**config.mk**
```make
export PLATFORM = sky130hd
export DESIGN_NAME = codec_channel_local_regs
export DESIGN_NICKNAME = d
export VERILOG_FILES = /design/src/chan_regs_pkg.sv /design/src/chan_regs_if.sv /design/src/chan_reg_set.sv /design/src/codec_channel_local_regs.sv
export SDC_FILE = /design/constraint.sdc
export NUM_CORES = 1
export LEC_CHECK = 0
export BUFFER_PORTS_ARGS = -buffer_cell sky130_fd_sc_hd__clkbuf_2
export CAP_MARGIN = 20
export CELL_PAD_IN_SITES_DETAIL_PLACEMENT = 2
export CELL_PAD_IN_SITES_GLOBAL_PLACEMENT = 2
export CORE_MARGIN = 3
export CORE_UTILIZATION = 26
export DETAILED_ROUTE_END_ITERATION = 8
export PLACE_DENSITY_LB_ADDON = 0.1
export RECOVER_POWER = 100
export SYNTH_ARGS = -nofsm -noshare
export SYNTH_HDL_FRONTEND = slang
export SYNTH_HIERARCHICAL = 1
export SYNTH_SLANG_ARGS = --single-unit
```
**constraint.sdc**
```tcl
create_clock -name i_clk -period 1.19 [get_ports i_clk]
set_input_delay 0.119 -clock i_clk [delete_from_list [all_inputs] [get_ports i_clk]]
set_output_delay 0.119 -clock i_clk [all_outputs]
set_load 0.01 [all_outputs]
```
**src/chan_regs_pkg.sv**
```systemverilog
package chan_regs_pkg;
    localparam int NUM_CHANNELS = 4;
    localparam int CHAN_W = 2;
    localparam int CMD_W = 8;
    localparam int DATA_W = 8;
    localparam int SAMPLE_W = 16;
    localparam int CMD_RW_BIT = 7;
    localparam logic [6:0] CMD_CODE_RX_SLOT = 7'h05;
    localparam logic [6:0] CMD_CODE_MON_LOW = 7'h06;
    localparam logic [6:0] CMD_CODE_MON_HIGH = 7'h07;
    localparam logic [6:0] CMD_CODE_POWER = 7'h08;
    localparam logic [6:0] CMD_CODE_TONE = 7'h09;
    localparam int SLOT_W = 7;
    localparam int RX_HWY_BIT = 7;
    localparam logic [SLOT_W-1:0] RX_SLOT_RESET = 7'h00;
    localparam logic RX_HWY_RESET = 1'b0;
    localparam int SLEEP_BIT = 7;
    localparam int CUTOFF_BIT = 6;
    localparam int ADC_GAIN_BIT = 5;
    localparam int DAC_GAIN_BIT = 4;
    localparam logic SLEEP_RESET = 1'b1;
    localparam logic CUTOFF_RESET = 1'b0;
    localparam logic ADC_GAIN_RESET = 1'b0;
    localparam logic DAC_GAIN_RESET = 1'b0;
    localparam int TONE1_BIT = 1;
    localparam int TONE0_BIT = 0;
    localparam logic TONE_RESET = 1'b0;
    localparam logic [3:0] TONE_FIXED_BITS = 4'h3;
    localparam logic [DATA_W-1:0] ZERO_BYTE = 8'h00;
endpackage

```
**src/chan_regs_if.sv**
```systemverilog
`timescale 1ns/1ps
interface chan_regs_if;
    import chan_regs_pkg::*;
    logic wr_en;
    logic [DATA_W-1:0] wr_data;
    logic [6:0] code;
    logic [SLOT_W-1:0] rx_slot_number;
    logic rx_highway_select;
    logic channel_sleep;
    logic rx_path_cutoff;
    logic adc_gain_boost;
    logic dac_gain_cut;
    logic tone_gen_zero_on;
    logic tone_gen_one_on;
    modport owner (
        input wr_en, wr_data, code,
        output rx_slot_number, rx_highway_select, channel_sleep, rx_path_cutoff,
        adc_gain_boost, dac_gain_cut, tone_gen_zero_on, tone_gen_one_on
    );
    modport user (
        output wr_en, wr_data, code,
        input rx_slot_number, rx_highway_select, channel_sleep, rx_path_cutoff,
        adc_gain_boost, dac_gain_cut, tone_gen_zero_on, tone_gen_one_on
    );
endinterface

```
**src/chan_reg_set.sv**
```systemverilog
`timescale 1ns/1ps
module chan_reg_set (
    // Clock and reset
    input wire logic i_clk,
    input wire logic i_rst,
    // Register access
    chan_regs_if.owner bus
);
    import chan_regs_pkg::*;

    typedef struct packed {
        logic [SLOT_W-1:0] slot;
        logic hwy;
        logic sleep;
        logic cutoff;
        logic adc_gain;
        logic dac_gain;
        logic tone0;
        logic tone1;
    } set_s;

    set_s state;
    set_s next_state;

    always_comb begin
        next_state = state;
        if (bus.wr_en) begin
            unique case (bus.code)
                CMD_CODE_RX_SLOT: begin
                    next_state.slot = bus.wr_data[SLOT_W-1:0];
                    next_state.hwy = bus.wr_data[RX_HWY_BIT];
                end
                CMD_CODE_POWER: begin
                    // Low nibble is dropped; host must send zeros there
                    next_state.sleep = bus.wr_data[SLEEP_BIT];
                    next_state.cutoff = bus.wr_data[CUTOFF_BIT];
                    next_state.adc_gain = bus.wr_data[ADC_GAIN_BIT];
                    next_state.dac_gain = bus.wr_data[DAC_GAIN_BIT];
                end
                CMD_CODE_TONE: begin
                    next_state.tone1 = bus.wr_data[TONE1_BIT];
                    next_state.tone0 = bus.wr_data[TONE0_BIT];
                end
                default: begin
                    // Monitor registers are read only; writes ignored
                    next_state = state;
                end
            endcase
        end
    end

    always_ff @(posedge i_clk or posedge i_rst) begin
        if (i_rst) begin
            state.slot <= RX_SLOT_RESET;
            state.hwy <= RX_HWY_RESET;
            state.sleep <= SLEEP_RESET;
            state.cutoff <= CUTOFF_RESET;
            state.adc_gain <= ADC_GAIN_RESET;
            state.dac_gain <= DAC_GAIN_RESET;
            state.tone0 <= TONE_RESET;
            state.tone1 <= TONE_RESET;
        end else begin
            state <= next_state;
        end
    end

    assign bus.rx_slot_number = state.slot;
    assign bus.rx_highway_select = state.hwy;
    assign bus.channel_sleep = state.sleep;
    assign bus.rx_path_cutoff = state.cutoff;
    assign bus.adc_gain_boost = state.adc_gain;
    assign bus.dac_gain_cut = state.dac_gain;
    assign bus.tone_gen_zero_on = state.tone0;
    assign bus.tone_gen_one_on = state.tone1;
endmodule

```
**src/codec_channel_local_regs.sv**
```systemverilog
`timescale 1ns/1ps
// Functional notes
// - Command bit 7 set means write, clear means read; receive slot is 05H read and 85H write.
// - Each channel holds a seven-bit receive slot 0..127, reset to zero.
// - Compressed coding uses the slot as one slot, linear coding as a slot group.
// - Bit 7 of the receive slot register picks the second receive highway when set, first when clear.
// - Command 06H reads the low byte of the transmit sample, or the whole byte when compressed.
// - Command 07H reads the high byte of the sample when linear and 00H when compressed.
// - Reading the monitors leaves the outgoing transmit sample untouched.
// - Bit 7 of register 08H powers the channel down when set and resets set.
// - Bit 6 cuts off the receive sample path when set and resets clear.
// - Bits 1 and 0 of register 09H enable tone generators one and zero and reset clear.
module codec_channel_local_regs #(
    parameter int NUM_CH = chan_regs_pkg::NUM_CHANNELS
) (
    // Clock and reset
    input wire logic i_clk,
    input wire logic i_rst,
    // Management command port
    input wire logic i_cmd_valid,
    input wire logic [chan_regs_pkg::CMD_W-1:0] i_cmd,
    input wire logic [chan_regs_pkg::CHAN_W-1:0] i_chan,
    input wire logic [chan_regs_pkg::DATA_W-1:0] i_wr_data,
    output logic o_rd_valid,
    output logic [chan_regs_pkg::DATA_W-1:0] o_rd_data,
    output logic o_rd_hit,
    // Transmit sample path and coding mode
    input wire logic i_linear_mode,
    input wire logic [NUM_CH*chan_regs_pkg::SAMPLE_W-1:0] i_tx_sample,
    output logic [NUM_CH*chan_regs_pkg::SAMPLE_W-1:0] o_tx_sample,
    // Per-channel controls
    output logic [NUM_CH*chan_regs_pkg::SLOT_W-1:0] o_rx_slot_number,
    output logic [NUM_CH-1:0] o_rx_slot_group,
    output logic [NUM_CH-1:0] o_rx_highway_first,
    output logic [NUM_CH-1:0] o_rx_highway_second,
    output logic [NUM_CH-1:0] o_channel_sleep,
    output logic [NUM_CH-1:0] o_rx_path_cutoff,
    output logic [NUM_CH-1:0] o_adc_gain_boost,
    output logic [NUM_CH-1:0] o_dac_gain_cut,
    output logic [NUM_CH-1:0] o_tone_gen_zero_on,
    output logic [NUM_CH-1:0] o_tone_gen_one_on
);
    import chan_regs_pkg::*;

    if (NUM_CH < 1 || NUM_CH > (1 << CHAN_W)) begin : g_bad_ch
        $error("NUM_CH must fit the channel address");
    end

    typedef struct packed {
        logic rd_valid;
        logic rd_hit;
        logic [DATA_W-1:0] rd_data;
    } rd_s;

    rd_s state;
    rd_s next_state;

    logic is_write;
    logic [6:0] code;
    logic [DATA_W-1:0] slot_byte [NUM_CH];
    logic [DATA_W-1:0] power_byte [NUM_CH];
    logic [DATA_W-1:0] tone_byte [NUM_CH];

    assign is_write = i_cmd[CMD_RW_BIT];
    assign code = i_cmd[6:0];

    // Sample passes straight through; monitor reads only tap it
    assign o_tx_sample = i_tx_sample;

    for (genvar c = 0; c < NUM_CH; c++) begin : g_ch
        chan_regs_if rif ();
        // Only the addressed channel takes the write
        assign rif.wr_en = i_cmd_valid && is_write && (i_chan == CHAN_W'(c));
        assign rif.wr_data = i_wr_data;
        assign rif.code = code;
        chan_reg_set u_set (
            .i_clk(i_clk),
            .i_rst(i_rst),
            .bus(rif.owner)
        );
        assign o_rx_slot_number[c*SLOT_W +: SLOT_W] = rif.rx_slot_number;
        assign o_rx_slot_group[c] = i_linear_mode;
        assign o_rx_highway_first[c] = ~rif.rx_highway_select;
        assign o_rx_highway_second[c] = rif.rx_highway_select;
        assign o_channel_sleep[c] = rif.channel_sleep;
        assign o_rx_path_cutoff[c] = rif.rx_path_cutoff;
        assign o_adc_gain_boost[c] = rif.adc_gain_boost;
        assign o_dac_gain_cut[c] = rif.dac_gain_cut;
        assign o_tone_gen_zero_on[c] = rif.tone_gen_zero_on;
        assign o_tone_gen_one_on[c] = rif.tone_gen_one_on;
        assign slot_byte[c] = {rif.rx_highway_select, rif.rx_slot_number};
        // Low nibble reads zero, as the host must write it
        assign power_byte[c] = {rif.channel_sleep, rif.rx_path_cutoff,
                                rif.adc_gain_boost, rif.dac_gain_cut, 4'h0};
        // Fixed ones read back in bits 3:2, reserved top nibble zero
        assign tone_byte[c] = {4'h0, TONE_FIXED_BITS[1:0], rif.tone_gen_one_on,
                               rif.tone_gen_zero_on};
    end

    always_comb begin
        logic [SAMPLE_W-1:0] smp;
        logic [CHAN_W-1:0] ch;
        smp = '0;
        ch = i_chan;
        next_state.rd_valid = i_cmd_valid && !is_write;
        next_state.rd_hit = 1'b0;
        next_state.rd_data = ZERO_BYTE;
        for (int k = 0; k < NUM_CH; k++) begin
            if (ch == CHAN_W'(k)) begin
                smp = i_tx_sample[k*SAMPLE_W +: SAMPLE_W];
            end
        end
        if (i_cmd_valid && !is_write && (int'(ch) < NUM_CH)) begin
            next_state.rd_hit = 1'b1;
            unique case (code)
                CMD_CODE_RX_SLOT: next_state.rd_data = slot_byte[ch];
                CMD_CODE_MON_LOW: next_state.rd_data = smp[DATA_W-1:0];
                CMD_CODE_MON_HIGH: begin
                    next_state.rd_data = i_linear_mode ? smp[SAMPLE_W-1:DATA_W]
                                                       : ZERO_BYTE;
                end
                CMD_CODE_POWER: next_state.rd_data = power_byte[ch];
                CMD_CODE_TONE: next_state.rd_data = tone_byte[ch];
                default: next_state.rd_hit = 1'b0;
            endcase
        end
    end

    always_ff @(posedge i_clk or posedge i_rst) begin
        if (i_rst) begin
            state <= '0;
        end else begin
            state <= next_state;
        end
    end

    assign o_rd_valid = state.rd_valid;
    assign o_rd_hit = state.rd_hit;
    assign o_rd_data = state.rd_data;
endmodule

```
Word-level counts from Yosys, hierarchy flattened:

Index checks and enable logic that the tools add are counted.
Widths: inputs -> output; s select.

* $lt $le $gt $ge: 1
* equal/unequal tests: 8
* muxes and demuxes: 17
* bitwise gates (word level): 5
* reduce and logical (&&, ||, !) cells: 21

Operators by type and width (count)
* $mux 16: 4
* $mux 8: 7
* $bmux 8 s2: 3
* $pmux 8 s5: 1
* $reduce_and 2->1: 12
* $eq 7x3->1 const B: 3
* $eq 7x4->1 const B: 2
* $mux 9: 1
* $logic_and 1x1->1: 6
* $reduce_or 5->1: 1
* $eq 2x2->1 const B: 2
* $not 1->1: 4
* $ge 3x3->1 const B: 1
* $not 2->3: 1
* $eq 2x1->1 const B: 1
* $logic_not 2->1: 1
* $logic_not 1->1: 1
* $mux 1: 1

* flip-flop bits (word level): 66
* input bits: 86
* output and inout bits: 138
* word-level logic and storage cells: 87

Logic depth before layout (Yosys ltp):

Gate-level depths: netlist of the first run.

* depth after elaboration: 8
* gate-level depth with buffers: 7
* depth with buffers taken out: 5

Hierarchy:

Netlist of the first run, hierarchy kept.

Modules (own cells, without submodules)
* chan_reg_set: instances 4, cells each 36, area an instance 603.1 um^2, seq. area each 351.6 um^2
* codec_channel_local_regs: instances 1, cells each 205, area an instance 2142.1 um^2, seq. area each 250.2 um^2

Worst setup path after synthesis of the first run:

No wires, ideal clock.

* path type: in2reg
* start point: in i_chan[1] (netlist name)
* end point: reg g_ch[2].u_set.state, in the netlist g_ch[2].u_set/bus.adc_gain_boost
* library setup time: 125 ps
* arrival: 1380 ps
* required time: 1065 ps
* setup slack: -315 ps
* stages on the path: 7
* buffers on the path: 2
* path through: buf_2 -> buf_2 -> inv_1 -> nor3_1 -> nor4b_1 -> nand2_2 -> mux2_2

* word-level cells in the longest chain between the ends: 3

Ends and longest elaborated chain
* from (decl): line codec_channel_local_regs.sv:22 `input wire logic [chan_regs_pkg::CHAN_W-1:0] i_chan,`
* $eq 2x2->1: line codec_channel_local_regs.sv:73 `assign rif.wr_en = i_cmd_valid && is_write && (i_chan == CHAN_W'(c));`
* $logic_and 1x1->1: line codec_channel_local_regs.sv:73
* named net g_ch[2].rif.wr_en: line chan_regs_if.sv:4 `logic wr_en;`
* $reduce_and 2->1 (no source line)
* to (signal assigned): line chan_reg_set.sv:63 `state <= next_state;`
* to (decl): line chan_reg_set.sv:22 `set_s state;`

The timed path passes the listed nets, and every way through them passes these cells.
A chain may end at the register's enable or synchronous reset.

==> impl_metrics.tcl, run 1 <==
set metrics [dict create \
    wirelength_um 17500 \
    drive_above_1_share_pct 59.0 \
    reg2reg_setup_slack_ps -200 \
    diodes 0 \
    holdPathEnd "g_ch[0].u_set/bus.rx_slot_number[2]" \
    layout_setup_ws_ps -200 \
    power.density_nw_per_um2 927 \
    status "finished, violations left" \
    end_kind "flop" \
    crit_type "reg2reg" \
    ys_ff_latch 66 \
    grt_pass1_vias 4353 \
    htree_levels 3 \
    path_cells "mux4_2 -> a22oi_2 -> a21oi_1" \
    yosysWarnings 6 \
    yosys-top-cells-area "dfrtp_1 (34%), buf_4 (16%), mux2_2 (14%)" \
    dr.pass1.iters 4 \
    synth_top_area_share_pct 34.1 \
    clk_pin_slew_ps 60 \
    cts_tree "done" \
    slowest_stage "mux4_2" \
    drt-vias-per-instance 4.60 \
    syn-mean-instance-area_sq_um 13.0 \
    r2r_end "o_rd_data[6]" \
    cts.path.max_buffers 2 \
    std_cell_rows 47 \
    tightest_slew_ps 439 \
    vias 3760 \
    worst_r2r_path_depth 3 \
    yosysSeqAreaShare_pct 36.4 \
    die_y_um 138 \
    timing.hold.ws_ps 75.1 \
    power_mw 5.90 \
    max_slew_margin_pct 70.8 \
    cp.required_ps 1410 \
    layout.nets 678 \
    final_antenna_net_count 0 \
    hold_viol_final 0 \
    fin_crit_ps 1390 \
    drc_errors 0 \
    syn_area_sq_um 4550 \
    overflow 0 \
    fmax_ghz 0.719 \
    min-delay-start "i_wr_data[2]" \
    critPathArrivalTime_ps 1610 \
    fp.dieW_um 138 \
    p_leak_nw 3.08 \
    hold_depth 2 \
    grt_setup_unrepaired "yes" \
    post-route-period-util_pct 117 \
    irDropWorstVdd_uv 584 \
    fillCellCount 1893 \
    area_delta_synth_final_pct 39.8 \
    pin_count 224 \
    avgRoutedWirePerCell_um 21.4 \
    setup_viol 18 \
    cp_slowest_stage_delay_ps 520 \
    synthCells 349 \
    numClockSinks 66 \
    cap_violations 0 \
    dp_cells 792 \
    final_cells 817 \
    final_max_slew_viol_count 0 \
    grt_max_degree 21 \
    synth_area_leader_cell "dfrtp_1" \
    synth_cell_types 39 \
    dr.first_iter.drc_count 78 \
    cp-start-kind "flop" \
    globalplace.congestion 0.795 \
    grt_pass1_wl_um 27000 \
    cts_inserted_buffers 9 \
    start_util_pct 27.0 \
    root_buffer "clkbuf_16" \
    dp_hpwl_um 14200 \
    grt_usage_pct 18.4 \
    postSynthNetCount 435 \
    worstSkewPairLatency_ps 340 \
    io_buffer_count 223 \
    coreArea_sq_um 16900 \
    antenna_found_initial 0 \
    fp.dieArea_sq_um 19100 \
    reg2reg_from "g_ch[3].u_set/bus.rx_path_cutoff" \
    path_max_fanout 2 \
    skew_ps 7.46 \
    hold_class "in2reg" \
    violations "setup timing" \
]
[routing by layer]
metal / GRT usage (%) / part of all wire, % / vias to the layer above / wire, um
li1: - / - / 1686 / -
met1: 22.5 / 41 / 1915 / 7200
met2: 33.4 / 53 / 146 / 9230
met3: 3.18 / 4.9 / 13 / 863
met4: 4.89 / 1.2 / 0 / 215
met5: 0 / 0 / - / 0
[sequential cells by signal, summed over array words and instances (netlist names)]
signal and flops:
g_ch.u_set/bus.tone_gen_one_on 4, g_ch.u_set/bus.rx_path_cutoff 4, g_ch.u_set/bus.rx_highway_select 4, g_ch.u_set/bus.tone_gen_zero_on 4
o_rd_valid 1, g_ch.u_set/bus.rx_slot_number 28, o_rd_hit 1, g_ch.u_set/bus.dac_gain_cut 4
g_ch.u_set/bus.adc_gain_boost 4, o_rd_data 8, g_ch.u_set/bus.channel_sleep 4
[cells in the final DEF, fill, tap and decap left out, types with 4 or more instances in the layout]
master / netlist / final
nand2_1: 9 / 9
mux4_2: 24 / 27
nor4b_4: 8 / 8
a22oi_1: 10 / 4
dfstp_2: 4 / 4
nor4b_2: 0 / 4
and4bb_1: 0 / 4
mux2_4: 0 / 5
clkbuf_4: 0 / 4
buf_12: 1 / 6
a22oi_2: 0 / 6
buf_4: 97 / 85
inv_1: 11 / 9
buf_6: 2 / 10
clkbuf_1: 0 / 125
nand2_2: 4 / 4
clkbuf_2: 0 / 100
clkbuf_16: 0 / 9
dfrtp_1: 62 / 62
mux2_2: 56 / 51
[power breakdown]
group	total (mW)	switching (mW)	internal [mW]
Clock	2.53	1.11	1.42
Sequential	2.30	0.0184	2.28
Combinational	1.07	0.566	0.506
[worst max-delay path: cells and delay by family, from the launching register on]
family / cells / cell delay (ps)
AO/OA/AOI/OAI: 2 / 380
flip-flops: 1 / 380
multiplexers: 1 / 520
[layout make-up]
type	instances	area, sq um	area share (%)
repair buffers	337	1960	30.8
multi-input cells	167	2150	33.8
clock inverters	7	53.8	0.845
flip-flops and latches	66	1660	26.0
inverters	11	41.3	0.648
clock buffers	9	225	3.54
well taps	220	275	4.32
[kinds of logic after synthesis]
kind of cell / Yosys count / share of synthesized area [%]
buffers and inverters: 116 / 18.8
muxes: 86 / 29.2
DFF: 66 / 36.4
and+or+nand+nor: 58 / 12.3
AOI/OAI and AO/OA: 23 / 3.43
[per-stage QoR]
step | util (%) | setup WS (ps) | cell area, sq um | setup TNS [ps]
2_1_floorplan | - | -126 | 4650 | -4830
3_3_place_gp | 36.1 | -479 | 6090 | -19280
3_5_place_dp | 36.1 | -477 | 6090 | -21180
4_1_cts | 38.9 | -199 | 6560 | -1560
5_1_grt | 37.7 | -243 | 6370 | -2940
6_report | 37.7 | -200 | 6370 | -1200
[Yosys cell counts]
library cell	number
buf_4	97
dfrtp_1	62
mux2_2	56
mux4_2	24
inv_1	11
a22oi_1	10
nand2_1	9
nor4b_4	8
mux4_1	6
a21oi_1	5
and4bb_2	4
dfstp_2	4
nand2_2	4
nand2_4	4
nand3_1	4
nor4b_1	4
buf_2	3
nor2_1	3
nor2b_1	3
a21o_1	2
a31oi_1	2
and2_1	2
buf_6	2
clkbuf_8	2
nand4_1	2
nor3_1	2
nor3_4	2
a22o_1	1
and2b_1	1
and3_1	1
and3b_1	1
buf_12	1
nand3b_1	1
nor3b_1	1
nor4_2	1
o211ai_1	1
o21a_1	1
o21ai_1	1
or3_4	1
[how the worst max path moves through the flow]
stage | startpoint | endpoint | slack [ps] | cells past startpoint
floorplan | i_chan[1] | g_ch[2].u_set/bus.rx_highway_select | -130 | 7
global placement | i_chan[0] | o_rd_data[6] | -480 | 5
detailed placement | i_chan[0] | o_rd_data[6] | -480 | 5
CTS | g_ch[3].u_set/bus.rx_highway_select | o_rd_data[7] | -200 | 4
global route | g_ch[2].u_set/bus.rx_path_cutoff | o_rd_data[6] | -240 | 3
finish | g_ch[3].u_set/bus.rx_path_cutoff | o_rd_data[6] | -200 | 3
[timing repair]
action | in CTS | in global routing
gates resized for setup | 20 | 32
setup endpoints to repair | 27 | 54
hold buffers | 1 | 0
gates cloned | 1 | 0
hold endpoints to repair | 35 | 0
buffers inserted | 6 | 9
pin swaps | 5 | 9
No activity file was read; power rests on OpenSTA's default activity.
==> run 2: changes to the inputs <==
==> constraint.sdc (replaced) <==
create_clock -name i_clk -period 1.19 [get_ports i_clk]
set_input_delay 0.0595 -clock i_clk [delete_from_list [all_inputs] [get_ports i_clk]]
set_output_delay 0.0595 -clock i_clk [all_outputs]
set_load 0.01 [all_outputs]
==> run 2 against run 1 <==
  * The run still ends with setup timing left
  * Register-to-register slack improved by 30 ps
  * Sequential power hardly changed
  * Sequential share of layout area grew 0.39 points
  * Maximum frequency rose by 2.5%
  * Count of clock-buffer cells in the layout up 1
  * Clock skew is 3.1 ps lower
  * Non-clock buffer count fell by 12
  * Final cell count decreased by 1.6%
  * Hold slack worse by 60 ps
  * Global-route usage is 0.74 points lower
  * First-iteration DRC count is 7.7% higher
  * Setup slack better by 34 ps
  * Critical endpoint is now o_rd_data[3]
  * Largest cell class unchanged
==> impl_metrics.tcl, run 2 (synthesis gave the netlist of run 1 again) <==
set metrics [dict create \
    end_kind "flop" \
    multiInputGateArea_sq_um 2130 \
    final_antenna_net_count 0 \
    max_slew_margin_pct 68.6 \
    power_mw 6.11 \
    antenna_found_initial 0 \
    fp.dieArea_sq_um 19100 \
    tightest_slew_ps 471 \
    die_y_um 138 \
    final_max_slew_viol_count 0 \
    hold_class "in2reg" \
    numClockSinks 66 \
    irDropWorstVdd_uv 554 \
    start_util_pct 27.0 \
    std_cell_rows 47 \
    globalplace.congestion 0.864 \
    regArea_sq_um 1660 \
    dp_hpwl_um 14100 \
    worst_r2r_path_depth 4 \
    largest_register_ffs 28 \
    clk_pin_slew_ps 60 \
    overflow 0 \
    htree_levels 3 \
    grt_setup_unrepaired "yes" \
    cap_violations 0 \
    setup_viol 19 \
    post-place-ws_ps -431 \
    cp.required_ps 1400 \
    power.density_nw_per_um2 975 \
    final_core_util_pct 37.2 \
    r2r_end "o_rd_data[3]" \
    fp.dieW_um 138 \
    critPathArrivalTime_ps 1560 \
    coreArea_sq_um 16900 \
    post-route-period-util_pct 114 \
    area_delta_synth_final_pct 37.7 \
    crit_type "reg2reg" \
    wirelength_um 17300 \
    violations "setup timing" \
    avgRoutedWirePerCell_um 21.6 \
    pin_count 224 \
    grtUsageMet3_pct 4.11 \
    p_leak_nw 3.04 \
    grt_pass1_vias 4138 \
    met2_usage_pct 33.1 \
    cp-start-kind "flop" \
    min-delay-start "i_wr_data[3]" \
    vias 3687 \
    dr.first_iter.drc_count 84 \
    io_buffer_count 223 \
    layout.nets 666 \
    fmax_ghz 0.738 \
    final_cell_mix "clkbuf_1 (129), clkbuf_2 (98), buf_4 (80)" \
    hold_depth 2 \
    cts.path.max_buffers 2 \
    cts_tree "done" \
    grt.busiest_layer "met2" \
    diodes 0 \
    drive_above_1_share_pct 57.2 \
    fin_crit_ps 1360 \
    status "finished, violations left" \
    layout_setup_ws_ps -166 \
    fillCellCount 1870 \
    worstSkewPairLatency_ps 330 \
    cts_inserted_buffers 9 \
    grt_pass1_wl_um 25900 \
    holdPathEnd "g_ch[1].u_set/bus.rx_slot_number[3]" \
    use_met1_pct 20.9 \
    dr.pass1.iters 4 \
    reg2reg_setup_slack_ps -170 \
    grt_max_degree 29 \
    drt-vias-per-instance 4.59 \
    path_max_fanout 2 \
    drc_errors 0 \
    grt_usage_pct 17.6 \
    final_common_cell "clkbuf_1" \
    root_buffer "clkbuf_16" \
    hold_viol_final 0 \
    skew_ps 4.34 \
    reg2reg_from "g_ch[3].u_set/bus.rx_slot_number[3]" \
]
[run 2: changes by cell type in the layout (fill, tap and decap cells not counted), moves of 3 or more]
cell      delta
buf_4        -5
buf_6        -5
buf_12       +4
clkbuf_1     +4
buf_8        -3
mux2_2       +3
mux2_4       -3
[run 2: layer usage]
metal	wire [um]	up-vias	part of all wire, %
li1	-	1652	-
met1	7180	1880	41
met5	0	-	0
met2	9240	146	53
met4	105	0	0.61
met3	810	9	4.7
[run 2: worst max path at each step]
stage                                         from           end  slack [ps]  cells after the start
2_1_floorplan  g_ch[3].u_set/bus.rx_slot_number[2]  o_rd_data[2]         -80                      4
3_3_place_gp                             i_chan[0]  o_rd_data[0]        -400                      5
3_5_place_dp                             i_chan[0]  o_rd_data[2]        -430                      6
4_1_cts        g_ch[2].u_set/bus.rx_slot_number[3]  o_rd_data[3]        -180                      4
5_1_grt        g_ch[3].u_set/bus.rx_highway_select  o_rd_data[7]        -230                      4
6_report       g_ch[3].u_set/bus.rx_slot_number[3]  o_rd_data[3]        -170                      4
[run 2: area by class of cell]
type	instances	area share [%]
multi-input cells	167	34.0
repair buffers	325	29.6
flip-flops and latches	66	26.4
well taps	220	4.39
clock buffers	10	3.65
clock inverters	5	1.28
inverters	11	0.658
[run 2: critical path: stages, from the launching register on]
cell and delay [ps]:
dfrtp_1 380, mux4_2 530, a21o_1 190, nand3_2 80
a21oi_2 50
[run 2: report_power, final]
part	switching [mW]	internal [mW]
clock	0.956	1.82
combinational	0.561	0.484
sequential	0.0175	2.28
[run 2: timing repair]
item | 4_1_cts | 5_1_grt
setup buffers | 5 | 8
gates cloned | 0 | 1
gates resized for setup | 12 | 13
hold buffers | 1 | 0
pin swaps | 5 | 4
hold endpoints to repair | 54 | 0
setup endpoints to repair | 12 | 43
[run 2: metrics by stage]
stage,instances,instance area [sq um],TNS [ps],hold slack (ps)
after global placement,776,5980,-17250,97.9
after global routing,804,6270,-3060,14.2
after CTS,797,6390,-986,10.3
after floorplan,349,4640,-1350,-100
final,804,6270,-1280,15.1
after detailed placement,776,5980,-18820,95.8
